## src/ouhcs_pkg.sv

```systemverilog
// =============================================================
// Shared constants and types for the host channel select front end.
package ouhcs_pkg;

    // =============================================================
    // Sizes.
    localparam int CHANNELS   = 8;
    localparam int DATA_W     = 8;
    localparam int ADDR_W     = 8;
    localparam int SUBADDR_W  = 4;
    localparam int CHAN_W     = 3;
    localparam int SYNC_DEPTH = 2;

    // =============================================================
    // Address fields.
    localparam int CFG_SPACE_BIT = 7;
    localparam int CHAN_SEL_LSB  = 4;
    localparam int CHAN_SEL_MSB  = 6;

    // =============================================================
    // Device configuration register offsets.
    localparam logic [7:0] CFG_INT_SRC0 = 8'h80;
    localparam logic [7:0] CFG_INT_SRC1 = 8'h81;
    localparam logic [7:0] CFG_INT_SRC2 = 8'h82;
    localparam logic [7:0] CFG_INT_SRC3 = 8'h83;
    localparam logic [7:0] CFG_SW_RESET = 8'h8A;
    localparam logic [7:0] CFG_BCAST    = 8'h8F;

    // =============================================================
    // Field positions and reset values.
    localparam int         BCAST_EN_BIT    = 0;
    localparam int         MCR_IR_BIT      = 6;
    localparam int         FEATURE_CONTROL_REG_IR_INV_BIT = 4;
    localparam logic [7:0] BCAST_RST       = 8'h00;
    localparam logic [7:0] DATA_ZERO       = 8'h00;

    // =============================================================
    // Timing.
    localparam int         CLK_PERIOD_NS = 10;
    localparam int         RESET_MIN_NS  = 40;
    localparam int         RESET_MIN_CYC = (RESET_MIN_NS + CLK_PERIOD_NS - 1) / CLK_PERIOD_NS;
    localparam logic [1:0] STRAP_WAIT    = 2'(SYNC_DEPTH + 1);

    // =============================================================
    // Types.
    typedef logic [CHANNELS-1:0][DATA_W-1:0] ouhcs_byte_arr_type;
    typedef logic [CHANNELS-1:0][1:0]        ouhcs_code_arr_type;

    typedef struct packed {
        logic [CHANNELS-1:0] cts;
        logic [CHANNELS-1:0] dsr;
        logic [CHANNELS-1:0] cd;
        logic [CHANNELS-1:0] ri;
    } ouhcs_modem_type;

    typedef struct packed {
        logic                busStyle;
        logic                csN;
        logic                rdN;
        logic                wrN;
        logic [ADDR_W-1:0]   addr;
        logic [DATA_W-1:0]   data;
        logic                strap;
        logic                tmrClk;
        logic [CHANNELS-1:0] rx;
        ouhcs_modem_type     modemN;
    } ouhcs_pins_type;

    localparam ouhcs_pins_type PINS_RST = '{
        busStyle: 1'b1, csN: 1'b1, rdN: 1'b1, wrN: 1'b1,
        addr: 8'h00, data: 8'h00, strap: 1'b0, tmrClk: 1'b0,
        rx: 8'hFF, modemN: '{cts: 8'hFF, dsr: 8'hFF, cd: 8'hFF, ri: 8'hFF}
    };

    typedef enum logic {ACC_IDLE, ACC_ACTIVE} ouhcs_acc_type;

endpackage

```

## src/ouhcs_sync.sv

```systemverilog
// =============================================================
// Two-stage synchroniser for a bundle of asynchronous pins.
module ouhcs_sync
    import ouhcs_pkg::*;
#(
    parameter int             W       = 1,
    parameter logic [W-1:0]   RST_VAL = '0
) (
    input  wire logic         clock,  // System clock.
    input  wire logic         reset,  // Asynchronous reset, active high.
    input  wire logic [W-1:0] async,  // Pins from outside the clock domain.
    output logic      [W-1:0] synced  // Second stage output.
);

    logic [W-1:0] stage1_r;

    always_ff @(posedge clock or posedge reset) begin
        if (reset) begin
            stage1_r <= RST_VAL;
            synced   <= RST_VAL;
        end else begin
            stage1_r <= async;
            synced   <= stage1_r;
        end
    end

endmodule // ouhcs_sync

```

## src/ouhcs_top.sv

```systemverilog
// Overview of operation
// RULE1 - Strap picks separate strobes or alternative style.
// RULE2 - Host drives chip select low per access.
// RULE3 - A7 low: A6:A4 select one channel.
// RULE4 - Broadcast bit makes channel writes hit all.
// RULE5 - Software clears broadcast before channel reads.
// RULE6 - Software broadcasts carefully during active transfers.
// RULE7 - Hardware reset defaults all channels and outputs.
// RULE8 - Host holds hardware reset over 40 ns; the bench releases its first reset after 25 ns.
// RULE9 - Software reset write resets designated channels.
// RULE10 - Infrared strap sampled after resets, loaded.
// RULE11 - Feature bit 4 inverts infrared receive.
// RULE12 - Normal receive input idles high.
// RULE13 - Timer counts from external clock pin.
// RULE14 - Modem pins active low, general purpose.
// RULE15 - Four interrupt source registers cover everything.
// RULE16 - A7 high selects configuration registers.
module ouhcs_top
    import ouhcs_pkg::*;
(
    input  wire logic                clock,             // System clock, 100 MHz.
    input  wire logic                reset,             // Asynchronous reset, active high.
    input  wire logic                busStyleSel,       // Bus style strap pin.
    input  wire logic                csN,               // Chip select pin.
    input  wire logic                readStrobeN,       // Read strobe pin.
    input  wire logic                writeStrobeN,      // Write strobe or read/write pin.
    input  wire logic [ADDR_W-1:0]   addrPin,           // Address pins.
    input  wire logic [DATA_W-1:0]   dataPin,           // Data bus input side.
    output logic      [DATA_W-1:0]   hostDataOut,       // Data bus output side.
    output logic                     hostDataOe,        // Data bus output enable.
    input  wire logic                infraredStartupStrap, // Infrared start-up strap.
    input  wire logic                timerExtClk,       // Timer external clock pin.
    input  wire logic [CHANNELS-1:0] rxPin,             // Receive data pins.
    input  wire logic [CHANNELS-1:0] ctsN,              // Clear-to-send pins.
    input  wire logic [CHANNELS-1:0] dsrN,              // Data-set-ready pins.
    input  wire logic [CHANNELS-1:0] cdN,               // Carrier-detect pins.
    input  wire logic [CHANNELS-1:0] riN,               // Ring-indicator pins.
    input  wire logic [CHANNELS-1:0] txBit,             // Transmit bits from channels.
    input  wire logic [CHANNELS-1:0] rtsReq,            // Request-to-send requests.
    input  wire logic [CHANNELS-1:0] dtrReq,            // Data-terminal-ready requests.
    input  wire ouhcs_byte_arr_type  modemControlReg,   // Channel modem control registers.
    input  wire ouhcs_byte_arr_type  featureControlReg, // Channel feature control registers.
    input  wire ouhcs_byte_arr_type  chanReadData,      // Channel read data.
    input  wire logic [CHANNELS-1:0] chanIntPend,       // Channel interrupt pending.
    input  wire ouhcs_code_arr_type  chanIntCode,       // Channel interrupt class codes.
    input  wire logic                timerIntPend,      // Timer interrupt pending.
    input  wire logic                wakeIntPend,       // Sleep wake-up indicator.
    output logic      [CHANNELS-1:0] txPin,             // Transmit data pins.
    output logic      [CHANNELS-1:0] rtsN,              // Request-to-send pins.
    output logic      [CHANNELS-1:0] dtrN,              // Data-terminal-ready pins.
    output logic      [CHANNELS-1:0] rxToChan,          // Receive data to channels.
    output ouhcs_modem_type          modemIn,           // Modem inputs, active high.
    output logic      [CHANNELS-1:0] chanWrite,         // Channel register write pulses.
    output logic      [CHANNELS-1:0] chanRead,          // Channel register read pulses.
    output logic      [SUBADDR_W-1:0] regSel,           // Register offset in channel.
    output logic      [DATA_W-1:0]   writeData,         // Write data to channels.
    output logic      [CHANNELS-1:0] chanReset,         // Channel reset.
    output logic      [CHANNELS-1:0] irModeLoad,        // Load strap into modem control.
    output logic                     irModeValue,       // Sampled strap level.
    output logic                     timerTick,         // Timer count pulse.
    output logic                     broadcastEn        // Broadcast write enable.
);

    // =============================================================
    // Pin synchronisation.
    ouhcs_pins_type pinsAsync;
    ouhcs_pins_type pins;

    assign pinsAsync = '{busStyle: busStyleSel, csN: csN, rdN: readStrobeN,
                         wrN: writeStrobeN, addr: addrPin, data: dataPin,
                         strap: infraredStartupStrap, tmrClk: timerExtClk, rx: rxPin,
                         modemN: '{cts: ctsN, dsr: dsrN, cd: cdN, ri: riN}};

    ouhcs_sync #(
        .W       ($bits(ouhcs_pins_type)),
        .RST_VAL (PINS_RST)
    ) uPinSync (
        .clock  (clock),
        .reset  (reset),
        .async  (pinsAsync),
        .synced (pins)
    );

    // =============================================================
    // Access decode.
    logic              accActive;
    logic              accIsRead;
    logic              cfgSpace;
    logic [CHAN_W-1:0] chanNum;

    always_comb begin
        // RULE1 bus style select
        if (pins.busStyle) begin
            accActive = !pins.csN && (!pins.rdN || !pins.wrN);
            accIsRead = !pins.rdN;
        end else begin
            accActive = !pins.csN;
            accIsRead = pins.wrN;
        end
    end

    // RULE16 configuration space
    assign cfgSpace = pins.addr[CFG_SPACE_BIT];
    // RULE3 channel number decode
    assign chanNum  = pins.addr[CHAN_SEL_MSB:CHAN_SEL_LSB];

    // =============================================================
    // Access state.
    ouhcs_acc_type accState_r;
    ouhcs_acc_type accState_nxt;
    logic          accStart;

    always_comb begin
        accState_nxt = accState_r;
        unique case (accState_r)
            ACC_IDLE: begin
                if (accActive) begin
                    accState_nxt = ACC_ACTIVE;
                end
            end
            ACC_ACTIVE: begin
                if (!accActive) begin
                    accState_nxt = ACC_IDLE;
                end
            end
        endcase
    end

    assign accStart = (accState_r == ACC_IDLE) && accActive;

    always_ff @(posedge clock or posedge reset) begin
        if (reset) begin
            accState_r <= ACC_IDLE;
        end else begin
            accState_r <= accState_nxt;
        end
    end

    // =============================================================
    // Configuration registers and host-facing outputs.
    logic [DATA_W-1:0]   bcast_r, bcast_nxt;
    logic [CHANNELS-1:0] chanWrite_r, chanWrite_nxt;
    logic [CHANNELS-1:0] chanRead_r, chanRead_nxt;
    logic [SUBADDR_W-1:0] regSel_r, regSel_nxt;
    logic [DATA_W-1:0]   writeData_r, writeData_nxt;
    logic [DATA_W-1:0]   hostData_r, hostData_nxt;
    logic                hostOe_r, hostOe_nxt;
    logic [CHANNELS-1:0] swReset;
    logic [DATA_W-1:0]   cfgReadVal;
    logic [DATA_W-1:0]   intSrc3;

    assign intSrc3 = {6'h00, wakeIntPend, timerIntPend};

    always_comb begin
        // RULE15 interrupt source registers
        unique case (pins.addr)
            CFG_INT_SRC0: cfgReadVal = chanIntPend;
            CFG_INT_SRC1: cfgReadVal = chanIntCode[3:0];
            CFG_INT_SRC2: cfgReadVal = chanIntCode[7:4];
            CFG_INT_SRC3: cfgReadVal = intSrc3;
            CFG_BCAST:    cfgReadVal = bcast_r;
            default:      cfgReadVal = DATA_ZERO;
        endcase
    end

    always_comb begin
        bcast_nxt     = bcast_r;
        chanWrite_nxt = '0;
        chanRead_nxt  = '0;
        swReset       = '0;
        regSel_nxt    = regSel_r;
        writeData_nxt = writeData_r;
        hostOe_nxt    = (accState_nxt == ACC_ACTIVE) && accIsRead;
        hostData_nxt  = hostData_r;
        if (accStart) begin
            regSel_nxt    = pins.addr[SUBADDR_W-1:0];
            writeData_nxt = pins.data;
        end
        if (accActive && accIsRead) begin
            hostData_nxt = cfgSpace ? cfgReadVal : chanReadData[chanNum];
        end
        if (accStart && !accIsRead) begin
            if (cfgSpace) begin
                if (pins.addr == CFG_BCAST) begin
                    bcast_nxt = pins.data;
                end
                // RULE9 software reset write
                if (pins.addr == CFG_SW_RESET) begin
                    swReset = pins.data;
                end
            // RULE4 broadcast to all channels
            end else if (bcast_r[BCAST_EN_BIT]) begin
                chanWrite_nxt = '1;
            end else begin
                chanWrite_nxt[chanNum] = 1'b1;
            end
        end
        if (accStart && accIsRead && !cfgSpace) begin
            chanRead_nxt[chanNum] = 1'b1;
        end
    end

    always_ff @(posedge clock or posedge reset) begin
        if (reset) begin
            bcast_r     <= BCAST_RST;
            chanWrite_r <= '0;
            chanRead_r  <= '0;
            regSel_r    <= '0;
            writeData_r <= DATA_ZERO;
            hostData_r  <= DATA_ZERO;
            hostOe_r    <= 1'b0;
        end else begin
            bcast_r     <= bcast_nxt;
            chanWrite_r <= chanWrite_nxt;
            chanRead_r  <= chanRead_nxt;
            regSel_r    <= regSel_nxt;
            writeData_r <= writeData_nxt;
            hostData_r  <= hostData_nxt;
            hostOe_r    <= hostOe_nxt;
        end
    end

    // =============================================================
    // Resets and infrared strap sampling.
    logic [CHANNELS-1:0] chanReset_r, chanReset_nxt;
    logic [CHANNELS-1:0] irLoad_r, irLoad_nxt;
    logic                irValue_r, irValue_nxt;
    logic [1:0]          strapWait_r, strapWait_nxt;

    always_comb begin
        // RULE7 channel reset output
        chanReset_nxt = swReset;
        strapWait_nxt = strapWait_r;
        irLoad_nxt    = '0;
        irValue_nxt   = irValue_r;
        // RULE10 strap sample and load
        if (strapWait_r != 2'd0) begin
            strapWait_nxt = strapWait_r - 2'd1;
            if (strapWait_r == 2'd1) begin
                irLoad_nxt  = '1;
                irValue_nxt = pins.strap;
            end
        end
        if (swReset != '0) begin
            irLoad_nxt  = irLoad_nxt | swReset;
            irValue_nxt = pins.strap;
        end
    end

    always_ff @(posedge clock or posedge reset) begin
        if (reset) begin
            chanReset_r <= '1;
            irLoad_r    <= '0;
            irValue_r   <= 1'b0;
            strapWait_r <= STRAP_WAIT;
        end else begin
            chanReset_r <= chanReset_nxt;
            irLoad_r    <= irLoad_nxt;
            irValue_r   <= irValue_nxt;
            strapWait_r <= strapWait_nxt;
        end
    end

    // =============================================================
    // Serial side pins and timer clock.
    logic [CHANNELS-1:0] rxOut_r, rxOut_nxt;
    logic [CHANNELS-1:0] txPin_r, rtsN_r, dtrN_r;
    ouhcs_modem_type     modem_r, modem_nxt;
    logic                tmrPrev_r;
    logic                timerTick_r, timerTick_nxt;

    // RULE11 infrared receive inversion
    for (genvar ch = 0; ch < CHANNELS; ch++) begin : gRx
        always_comb begin
            rxOut_nxt[ch] = pins.rx[ch] ^ (modemControlReg[ch][MCR_IR_BIT]
                                           & featureControlReg[ch][FEATURE_CONTROL_REG_IR_INV_BIT]);
        end
    end

    // RULE14 active low modem pins
    assign modem_nxt     = ~pins.modemN;
    // RULE13 external timer clock edge
    assign timerTick_nxt = pins.tmrClk && !tmrPrev_r;

    always_ff @(posedge clock or posedge reset) begin
        if (reset) begin
            // RULE12 receive idles high
            rxOut_r     <= '1;
            txPin_r     <= '1;
            rtsN_r      <= '1;
            dtrN_r      <= '1;
            modem_r     <= '0;
            tmrPrev_r   <= 1'b0;
            timerTick_r <= 1'b0;
        end else begin
            rxOut_r     <= rxOut_nxt;
            txPin_r     <= txBit;
            rtsN_r      <= ~rtsReq;
            dtrN_r      <= ~dtrReq;
            modem_r     <= modem_nxt;
            tmrPrev_r   <= pins.tmrClk;
            timerTick_r <= timerTick_nxt;
        end
    end

    assign hostDataOut = hostData_r;
    assign hostDataOe  = hostOe_r;
    assign txPin       = txPin_r;
    assign rtsN        = rtsN_r;
    assign dtrN        = dtrN_r;
    assign rxToChan    = rxOut_r;
    assign modemIn     = modem_r;
    assign chanWrite   = chanWrite_r;
    assign chanRead    = chanRead_r;
    assign regSel      = regSel_r;
    assign writeData   = writeData_r;
    assign chanReset   = chanReset_r;
    assign irModeLoad  = irLoad_r;
    assign irModeValue = irValue_r;
    assign timerTick   = timerTick_r;
    assign broadcastEn = bcast_r[BCAST_EN_BIT];

    // =============================================================
    // Assertions.
    AST_CHAN_DECODE: assert property (@(posedge clock) disable iff (reset) // RULE3
        accStart && !accIsRead && !cfgSpace && !bcast_r[BCAST_EN_BIT]
        |=> chanWrite == (8'h01 << $past(chanNum)))
        else $error("Channel write not routed to decoded channel.");

    AST_BCAST_ALL: assert property (@(posedge clock) disable iff (reset) // RULE4
        accStart && !accIsRead && !cfgSpace && bcast_r[BCAST_EN_BIT]
        |=> chanWrite == 8'hFF)
        else $error("Broadcast write did not reach all channels.");

    AST_CFG_NO_CHAN: assert property (@(posedge clock) disable iff (reset) // RULE16
        accStart && cfgSpace |=> chanWrite == 8'h00 && chanRead == 8'h00)
        else $error("Configuration access reached a channel.");

    AST_STYLE_READ: assert property (@(posedge clock) disable iff (reset) // RULE1
        accStart && !pins.busStyle && pins.wrN && !cfgSpace
        |=> chanRead != 8'h00 && chanWrite == 8'h00)
        else $error("Alternative style read not decoded as read.");

    AST_SW_RESET: assert property (@(posedge clock) disable iff (reset) // RULE9
        accStart && !accIsRead && pins.addr == CFG_SW_RESET
        |=> chanReset == $past(pins.data) ##1 chanReset == 8'h00)
        else $error("Software reset did not reach designated channels.");

    AST_STRAP_LOAD: assert property (@(posedge clock) // RULE10
        $fell(reset) |-> irModeLoad == 8'h00 ##3 irModeLoad == 8'hFF
        ##1 irModeLoad == 8'h00)
        else $error("Strap not loaded after reset release.");

    AST_HW_RESET: assert property (@(posedge clock) // RULE7
        reset && $past(reset)
        |-> chanReset == 8'hFF && rtsN == 8'hFF && dtrN == 8'hFF && txPin == 8'hFF)
        else $error("Outputs not at defaults during reset.");

    AST_RX_INVERT: assert property (@(posedge clock) disable iff (reset) // RULE11
        modemControlReg[0][MCR_IR_BIT] && featureControlReg[0][FEATURE_CONTROL_REG_IR_INV_BIT]
        |=> rxToChan[0] == !$past(pins.rx[0]))
        else $error("Infrared receive not inverted.");

    AST_RX_IDLE: assert property (@(posedge clock) disable iff (reset) // RULE12
        !modemControlReg[0][MCR_IR_BIT] |=> rxToChan[0] == $past(pins.rx[0]))
        else $error("Normal receive altered.");

    AST_TIMER_TICK: assert property (@(posedge clock) disable iff (reset) // RULE13
        timerTick |=> !timerTick)
        else $error("Timer tick longer than one cycle.");

    AST_MODEM_POL: assert property (@(posedge clock) disable iff (reset) // RULE14
        ##1 modemIn.cts == ~$past(pins.modemN.cts))
        else $error("Modem input polarity wrong.");

    AST_INT_SRC: assert property (@(posedge clock) disable iff (reset) // RULE15
        accActive && accIsRead && pins.addr == CFG_INT_SRC0 |=> hostDataOut == $past(chanIntPend))
        else $error("Interrupt source read wrong.");

endmodule // ouhcs_top

```

## config.mk

```make
export PLATFORM = sky130hd
export DESIGN_NAME = ouhcs_top
export DESIGN_NICKNAME = d
export VERILOG_FILES = /design/src/ouhcs_pkg.sv /design/src/ouhcs_sync.sv /design/src/ouhcs_top.sv
export SDC_FILE = /design/constraint.sdc
export NUM_CORES = 1
export LEC_CHECK = 0
export BUFFER_PORTS_ARGS = -buffer_cell sky130_fd_sc_hd__buf_4
export CORE_AREA = 2 2 165 167
export CTS_CLUSTER_SIZE = 30
export DETAILED_ROUTE_END_ITERATION = 7
export DIE_AREA = 0 0 167 169
export PLACE_DENSITY = 0.67
export SLEW_MARGIN = 20
export SYNTH_ARGS = -nofsm -noshare
export SYNTH_HDL_FRONTEND = slang
export SYNTH_SLANG_ARGS = --single-unit
```

## constraint.sdc

```tcl
create_clock -name clock -period 7.44 [get_ports clock]
set_input_delay 1.116 -clock clock [delete_from_list [all_inputs] [get_ports clock]]
set_output_delay 1.116 -clock clock [all_outputs]
set_load 0.01 [all_outputs]
```

==> results of run 1 <==
[flip-flops by register name (all words and copies together), names as in the netlist, 2 cells and up]
register	count
chanRead	8
chanReset	8
hostDataOut	8
strapWait_r	2
rtsN	8
irModeLoad	8
modemIn	32
uPinSync.synced	62
rxToChan	8
bcast_r	8
regSel	4
chanWrite	8
uPinSync.stage1_r	62
writeData	8
dtrN	8
txPin	8
[cells in the mapped netlist (3+ instances only)]
master     number
dfstp_2       130
dfrtp_1       125
inv_1          53
nor2_1         34
mux2_2         21
mux2i_1        19
nand2_1        19
clkbuf_1       11
and2_1         10
a21oi_1         9
o2bb2ai_1       9
xnor2_1         9
nor2b_1         8
or2_2           8
a221oi_1        7
mux4_2          7
a211oi_1        6
a31oi_1         5
nand2b_1        5
o21ai_0         5
a22oi_1         4
a311oi_1        4
nand3_1         4
a21o_1          3
nor3_1          3
[logic make-up after synthesis]
kind of cell	share of synthesized area [%]
multiplexers	7.02
AO/OA/AOI/OAI	4.86
AND/OR/NAND/NOR	6.72
XOR/XNOR	0.929
adder cells (fa/ha/maj)	0.295
flip-flops	77.1
buffers and inverters	3.08
[worst max-delay path: cells and delay by family (launching register included)]
kind | cells | cell delay, ps
AND/OR/NAND/NOR | 2 | 1290
flip-flops | 1 | 710
AO/OA/AOI/OAI | 2 | 520
[worst min path at each step]
stage	end	cells after the start	start	slack [ps]
floorplan	uPinSync.synced[40]	0	uPinSync.stage1_r[40]	330
global placement	uPinSync.synced[48]	0	uPinSync.stage1_r[48]	330
finish	uPinSync.synced[43]	0	uPinSync.stage1_r[43]	350
global route	uPinSync.synced[41]	0	uPinSync.stage1_r[41]	350
CTS	uPinSync.synced[57]	0	uPinSync.stage1_r[57]	350
detailed placement	uPinSync.synced[48]	0	uPinSync.stage1_r[48]	330
[cell type report]
class                   count  area share [%]
multi-input cells         221            13.9
diodes                      2          0.0413
inverters                  54            1.71
clock inverters             9           0.816
clock buffers              39            6.19
repair buffers            317            19.8
flip-flops and latches    255            54.0
well taps                 341            3.52
[power breakdown]
part	internal, mW	switching [mW]
logic	0.157	0.125
clock network	0.735	0.526
registers	1.49	0.0376
[per-layer routing]
metal	vias to the layer above	part of all wire [%]	track usage [%]
li1	2468	-	-
met1	2647	39	16.5
met2	197	50	23.0
met3	33	8.3	5.05
met4	0	3.0	4.91
met5	-	0	0
[through the flow]
stage / total power [mW] / hold WS, ps
final: 3.07 / 346
after global routing: 3.20 / 355
after CTS: 3.13 / 348
after detailed placement: 1.84 / 335
after global placement: 1.83 / 332
after floorplan: 1.65 / 331
[layout by cell type (no fill, tap or decap), types with 2 or more instances in the layout]
cell	n
inv_1	52
dfstp_2	130
a211oi_1	6
xnor2_1	9
a21oi_1	9
a21o_1	3
o21a_1	2
a22oi_1	4
clkbuf_16	26
a31oi_1	5
o21ai_0	5
ha_1	2
nor3_1	3
clkbuf_8	5
nor4_1	2
nor3_2	2
o2bb2ai_1	9
clkbuf_1	8
nand2_1	19
nor2_1	34
buf_4	316
or3_1	2
nand3_1	4
a311oi_1	4
mux4_2	7
nor4_4	2
a221oi_1	7
mux2_2	21
nor2b_1	7
and2_1	10
clkinv_2	6
or2_2	8
nand2b_1	5
mux2i_1	19
diode_2	2
dfrtp_1	125
==> flow_summary.toml, run 1 <==
[run_status]
outcome = "complete, no violations"

[placement]
globalplace.congestion = 0.763
place_area_um2 = 11300
place_ws_ps = 4850
dp_cells = 1188
hpwlAfterDp_um = 14700
port_buffers = 313

[synthesis]
netlist_instances = 545
ys_seq_elements = 255
synth.area.top_cells = "dfstp_2, dfrtp_1, mux2_2"
ys_seq_area_share_pct = 77.1
netlist.area_leader.share_pct = 40.2
synth-edff-count = 0
synth_top_cell_by_area = "dfstp_2"
ys_types = 44
syn_area_um2 = 8490
avgSynthCellArea_um2 = 15.6
ys.flop_type = "dfstp_2"
yosys_warnings = 0
synth_nets = 853
async_flop_share_pct = 100

[finish]
seqCellArea_um2 = 6540
finalNonFillerCells = 1238
nets = 1183
multiInputGateArea_um2 = 1690
layout-drive-gt1-share_pct = 59.3
num-fill-cells = 2406
final_util_pct = 45.7
final_area_um2 = 12100
syn2layout_area_growth_pct = 42.6

[grt]
grt_pass1_wl_um = 30600
grt_max_degree = 151
antenna_found_initial = 1
gr-total-overflow = 0
grt_pass1_vias = 5813
grt_usage_pct = 13.8

[drt]
ant_nets = 0
drtPass1Iterations = 4
wirelength_um = 19900
drc = 0
wl_per_cell_um = 16.1
drtIter0Drc = 180
viasPerCell = 4.32
vias = 5345

[critical_path]
cp_slowest_cell = "or4b_4"
critPathLaunch = "uPinSync.synced[55]"
r2r-end = "hostDataOut[3]"
cp.arrival_ps = 3060
rrSetupSlack_ps = 4810
criticalPathCategory = "reg2reg"
startpoint_type = "flop"
r2r-start = "uPinSync.synced[55]"
critPathCaptureType = "flop"
crit_chain = "or4b_4 -> nor3_2 -> a221oi_1 -> a311oi_1"
crit_fanout = 25
crit_end = "hostDataOut[3]"
rr_worst_depth = 4
slowest_delay_ps = 740
critPathRequiredTime_ps = 7870

[floorplanning]
fp.dieH_um = 169
die_area_um2 = 28200
die_w_um = 167
ios = 426
start_util_pct = 32.0
core_um2 = 26500
rows = 60

[clocking]
numCtsBuffers = 26
clk_latency_ps = 540
cts_buffer_depth = 3
cts_setup_buffers = 0
hold_buffers = 0
cts.sinks = 255
clkSlewWorstSetupHoldPaths_ps = 60
cts_resized = 0
root_buffer = "clkbuf_16"
cts_tree = "yes"
htree_levels = 1

[sta]
fmax_ghz = 0.381
relSlewSlack_pct = 25.8
drv_slew = 0
worstMarginPinSlew_ps = 1110
finalWorstSetupSlack_ps = 4810
rsz0062_at_grt = "false"
skew_ps = 13.9
hold_violations = 0
finalCriticalPeriod_ps = 2630
setup_viol = 0
min_period_over_period_pct = 35.3
tns_ps = 0

[pwr]
p_per_area_nw_per_um2 = 254
p_leak_nw = 5.76
vdd_drop_max_v = 0.000165

[flow_run]
max-cap-violations = 0

[hold_path]
hp-class = "reg2reg"
Power figures use the tool's default switching activity.
==> inputs of run 2 (changes only) <==
==> constraint.sdc (replaced) <==
create_clock -name clock -period 2.25 [get_ports clock]
set_input_delay 0.3375 -clock clock [delete_from_list [all_inputs] [get_ports clock]]
set_output_delay 0.3375 -clock clock [all_outputs]
set_load 0.01 [all_outputs]
==> run 2 against run 1 <==
  * Clock power grew to 3.6 times the previous value
  * Power grew to 3.5 times the previous value
  * First-iteration DRC count grew 23%
  * Highest routed layer unchanged
  * Sequential power grew to 3.3 times the previous value
  * Largest power group unchanged
  * Hold slack lost 320 ps
  * Critical endpoint is now hostDataOut[0]
  * Clock skew grew 10 ps
  * Via count grew 8.7%
  * Worst setup slack lost 4600 ps
  * Count of clock-buffer cells in the layout shrank 3
  * Combinational power grew to 4.0 times the previous value
==> flow_summary.toml, run 2 (same netlist as run 1, synthesis figures left out) <==
[pwr]
p_int_mw = 8.25
switchingPower_mw = 2.40
p_per_area_nw_per_um2 = 804
swShare_pct = 22.5
p_clk_share_pct = 42.1
p_leak_nw = 6.27
comb_power_share_pct = 10.6
vdd_drop_max_v = 0.000665
seq_power_share_pct = 47.3

[critical_path]
crit_chain = "buf_4 -> mux4_2 -> nor3b_1 -> a31oi_1 -> a31oi_1"
path_buf_inv = 1
critPathCaptureType = "flop"
r2r-start = "uPinSync.synced[54]"
criticalPathCategory = "reg2reg"
cp_top_family = "multiplexers"
crit_top_cell = "a31oi_1"
cp.arrival_ps = 2430
startpoint_type = "flop"
critPathRequiredTime_ps = 2640
slowest_delay_ps = 540
critPathLaunch = "uPinSync.synced[54]"
crit_fanout = 30
cp_slowest_cell = "mux4_2"

[clocking]
cts_setup_buffers = 0
root_buffer = "clkbuf_16"
hold_buffers = 93
cts_buffer_depth = 3
cts_resized = 0
clk_latency_ps = 550
htree_levels = 1
cts.sinks = 255
numCtsBuffers = 27
cts_tree = "yes"
clkSlewWorstSetupHoldPaths_ps = 60

[floorplanning]
fp.dieH_um = 169
ios = 426
start_util_pct = 32.0
core_um2 = 26500
die_w_um = 167
die_area_um2 = 28200
rows = 60

[flow_run]
max-cap-violations = 0

[sta]
setup_viol = 0
relSlewSlack_pct = 69.1
fmax_ghz = 0.491
drv_slew = 0
finalCriticalPeriod_ps = 2030
worstMarginPinSlew_ps = 451
skew_ps = 24.2
hold_violations = 0
finalWorstSetupSlack_ps = 215
rsz0062_at_grt = "false"
whs_ps = 26.7
min_period_over_period_pct = 90.4

[grt]
use_met1_pct = 18.6
grt_max_degree = 88
grt_pass1_vias = 6528
use_met2_pct = 26.7
gr-total-overflow = 0
antenna_found_initial = 1
met3_usage_pct = 5.03
top_usage_layer = "met2"
grt_pass1_wl_um = 34800
grt_usage_pct = 15.5

[drt]
wirelength_um = 22200
ant_nets = 0
vias = 5810
drtIter0Drc = 222
viasPerCell = 4.30
wl_per_cell_um = 16.4
drtPass1Iterations = 6
drc = 0

[placement]
place_ws_ps = 232
port_buffers = 313
hpwlAfterDp_um = 15300
globalplace.congestion = 0.780

[run_status]
outcome = "complete, no violations"

[hold_path]
hp-class = "in2reg"
worstHoldStart = "modemControlReg[30]"

[finish]
final_common_cell = "buf_4"
final_cell_mix = "buf_4, dfstp_2, dfrtp_1, dlygate4sd3_1, inv_1"
nets = 1295
layout-drive-gt1-share_pct = 54.9
syn2layout_area_growth_pct = 56.1
run 2: changes by cell type in the layout (fill, tap and decap cells not counted), sizes merged:
cell / delta
clkinvlp: +1
dlygate4sd3: +93
buf: +18
inv: +2
diode: -1
bufinv: +2
clkbuf: -3
run 2: layer usage:
layer	up-vias	wire length (µm)
met2	218	11100
met1	2859	8530
met5	-	0
met3	50	1900
met4	0	655
li1	2683	-
run 2: layout make-up:
cell class,instances,area (µm²)
diodes,1,2.50
fillers,2262,13300
well taps,341,427
clock buffers,36,739
repair buffers,428,3470
flip-flops and latches,255,6540
inverters,54,206
clock inverters,14,171
multi-input cells,221,1690
run 2: final timing paths:
check | end | slack, ps | depth (start not counted)
setup reg to reg | hostDataOut[0] | 220 | 5
hold / removal | rxToChan[3] | 30 | 3
max in group asynchronous | strapWait_r[1] | 1110 | 4
setup / recovery | hostDataOut[0] | 220 | 5
hold reg to reg | uPinSync.synced[14] | 350 | 0
min in group asynchronous | modemIn[1] | 340 | 3
run 2: worst reg2reg max path, cell delays in order (launching register included):
cell and delay, ps:
dfrtp_1 350, buf_4 350, mux4_2 540, nor3b_1 160
a31oi_1 370, a31oi_1 140
run 2: per-stage QoR:
step / area (µm²) / TNS [ps] / std cells / total power, mW / utilization, %
global route: 13200 / 0 / 1350 / 11.1 / 50.0
finish: 13200 / 0 / 1350 / 10.6 / 50.0
global placement: 11400 / 0 / 1206 / 6.09 / 43.0
CTS: 13200 / 0 / 1349 / 10.8 / 50.0
floorplan: 8490 / -230430 / 545 / 5.47 / -
detailed placement: 11400 / 0 / 1206 / 6.11 / 43.0
run 2: power by group through the flow:
stage / Combinational (mW) / Sequential, mW / Clock, mW
after global placement: 0.990 / 5.10 / 0
after floorplan: 0.311 / 5.16 / 0
after detailed placement: 1.00 / 5.11 / 0
after global routing: 1.22 / 5.07 / 4.80
final: 1.12 / 5.04 / 4.49
after CTS: 1.13 / 5.04 / 4.63
==> inputs of run 3 (changes only) <==
--- a/config.mk
+++ b/config.mk
@@ -10,7 +10,7 @@
 export CTS_CLUSTER_SIZE = 30
 export DETAILED_ROUTE_END_ITERATION = 7
 export DIE_AREA = 0 0 167 169
-export PLACE_DENSITY = 0.67
+export PLACE_DENSITY = 0.72
 export SLEW_MARGIN = 20
 export SYNTH_ARGS = -nofsm -noshare
 export SYNTH_HDL_FRONTEND = slang
==> run 3 against run 2 <==
  * Sequential share of layout area shrank 0.16 points
  * First-iteration DRC count grew 19%
  * Register-to-register slack better by 50 ps
  * Critical path depth stayed put
  * Largest cell class unchanged
  * Largest power group unchanged
==> flow_summary.toml, run 3 (same netlist as run 1, synthesis figures left out) <==
[run_status]
outcome = "complete, no violations"

[drt]
ant_nets = 0
drtIter0Drc = 264
drtPass1Iterations = 4
wirelength_um = 22700
vias = 5788
wl_per_cell_um = 16.8
viasPerCell = 4.29
drc = 0

[pwr]
p_per_area_nw_per_um2 = 807
p_leak_nw = 6.30
vdd_drop_max_v = 0.000948

[clocking]
cts_setup_buffers = 0
clkSlewWorstSetupHoldPaths_ps = 60
htree_levels = 1
cts.sinks = 255
numCtsBuffers = 27
clk_latency_ps = 540
root_buffer = "clkbuf_16"
cts_buffer_depth = 3
cts_tree = "yes"

[critical_path]
cp.arrival_ps = 2400
cp_top_family = "simple AND/OR/NAND/NOR gates"
r2r-end = "bcast_r[3]"
crit_fanout = 8
slowest_delay_ps = 420
critPathCaptureType = "flop"
cp_slowest_cell = "dfrtp_1"
rr_worst_depth = 5
path_buf_inv = 1
startpoint_type = "flop"
r2r-start = "accState_r"
critPathRequiredTime_ps = 2670
rrSetupSlack_ps = 270
crit_chain = "or3_1 -> nand2b_1 -> nor4_4 -> buf_4 -> mux2_2"
criticalPathCategory = "reg2reg"

[finish]
final_cell_mix = "buf_4, dfstp_2, dfrtp_1, dlygate4sd3_1, inv_1"
n_antenna_cell = 0
finalNonFillerCells = 1350
final_area_um2 = 13300
nets = 1296
syn2layout_area_growth_pct = 56.6
num-fill-cells = 2237
final_common_cell = "buf_4"
layout-drive-gt1-share_pct = 54.7

[flow_run]
max-cap-violations = 0

[floorplanning]
core_um2 = 26500
rows = 60
die_area_um2 = 28200
ios = 426
start_util_pct = 32.0
die_w_um = 167
fp.dieH_um = 169

[grt]
gr-total-overflow = 0
grt_pass1_vias = 6495
grt_usage_pct = 15.9
grt_pass1_wl_um = 35300
antenna_found_initial = 0
grt_max_degree = 60

[sta]
skew_ps = 13.8
worstMarginPinSlew_ps = 432
rsz0062_at_grt = "false"
setup_viol = 0
fmax_ghz = 0.505
hold_violations = 0
relSlewSlack_pct = 71.2
min_period_over_period_pct = 88.1
finalWorstSetupSlack_ps = 268
finalCriticalPeriod_ps = 1980
tns_ps = 0
drv_slew = 0

[placement]
dp_cells = 1207
hpwlAfterDp_um = 15400
globalplace.congestion = 0.780
place_area_um2 = 11400
place_ws_ps = 264
port_buffers = 313

[hold_path]
worstHoldStart = "featureControlReg[28]"
hold_depth = 3
hp-class = "in2reg"
whs_endpoint = "rxToChan[3]"
-- run 3: cell count changes in the layout (fill, tap and decap cells not counted), sizes merged --
cell / delta
buf: +1
clkbuf: +2
clkinv: +1
clkinvlp: -1
diode: -1
inv: -2
-- run 3: metal layers --
layer / GRT usage (%) / vias up / wire [µm]
li1: - / 2693 / -
met1: 18.9 / 2821 / 8510
met2: 27.6 / 224 / 11500
met3: 4.70 / 50 / 1900
met4: 5.55 / 0 / 703
met5: 0 / - / 0
-- run 3: tightest hold or removal path: cells and delay by family --
family | cells | cell delay [ps]
XOR/XNOR | 1 | 60
buffers and inverters | 1 | 110
AND/OR/NAND/NOR | 1 | 60
-- run 3: layout make-up --
type                    count  area, µm²  share of cell area (%)
clock buffers              38        768                    5.78
clock inverters            12        158                    1.19
inverters                  54        206                    1.55
multi-input cells         221       1680                    12.7
flip-flops and latches    255       6540                    49.2
well taps                 341        427                    3.21
repair buffers            429       3500                    26.4
-- run 3: worst max path at each step --
stage / slack (ps) / end / from / cells after the start
after floorplan: -1340 / accState_r / reset / 1
after global placement: 300 / bcast_r[2] / uPinSync.synced[58] / 5
after detailed placement: 260 / bcast_r[4] / accState_r / 5
after CTS: 260 / bcast_r[3] / accState_r / 5
after global routing: 140 / bcast_r[7] / accState_r / 5
final: 270 / bcast_r[3] / accState_r / 5
-- run 3: report_power, final --
part	internal, mW	total, mW	switching (mW)
Combinational	0.651	1.14	0.486
Clock	2.74	4.55	1.80
Sequential	4.93	5.04	0.113
Total	8.32	10.7	2.40
-- run 3: what timing repair did --
item | in CTS | in global routing
endpoints found under the hold margin | 95 | 0
gates resized for setup | 0 | 0
hold buffers | 93 | 0
-- run 3: per-stage QoR --
stage / hold slack [ps] / util (%) / power [mW]
after floorplan: 331 / - / 5.47
after global placement: 334 / 43.1 / 6.10
after detailed placement: 336 / 43.1 / 6.13
after CTS: 0.228 / 50.1 / 10.9
after global routing: 29.1 / 50.1 / 11.2
final: 28.0 / 50.1 / 10.7
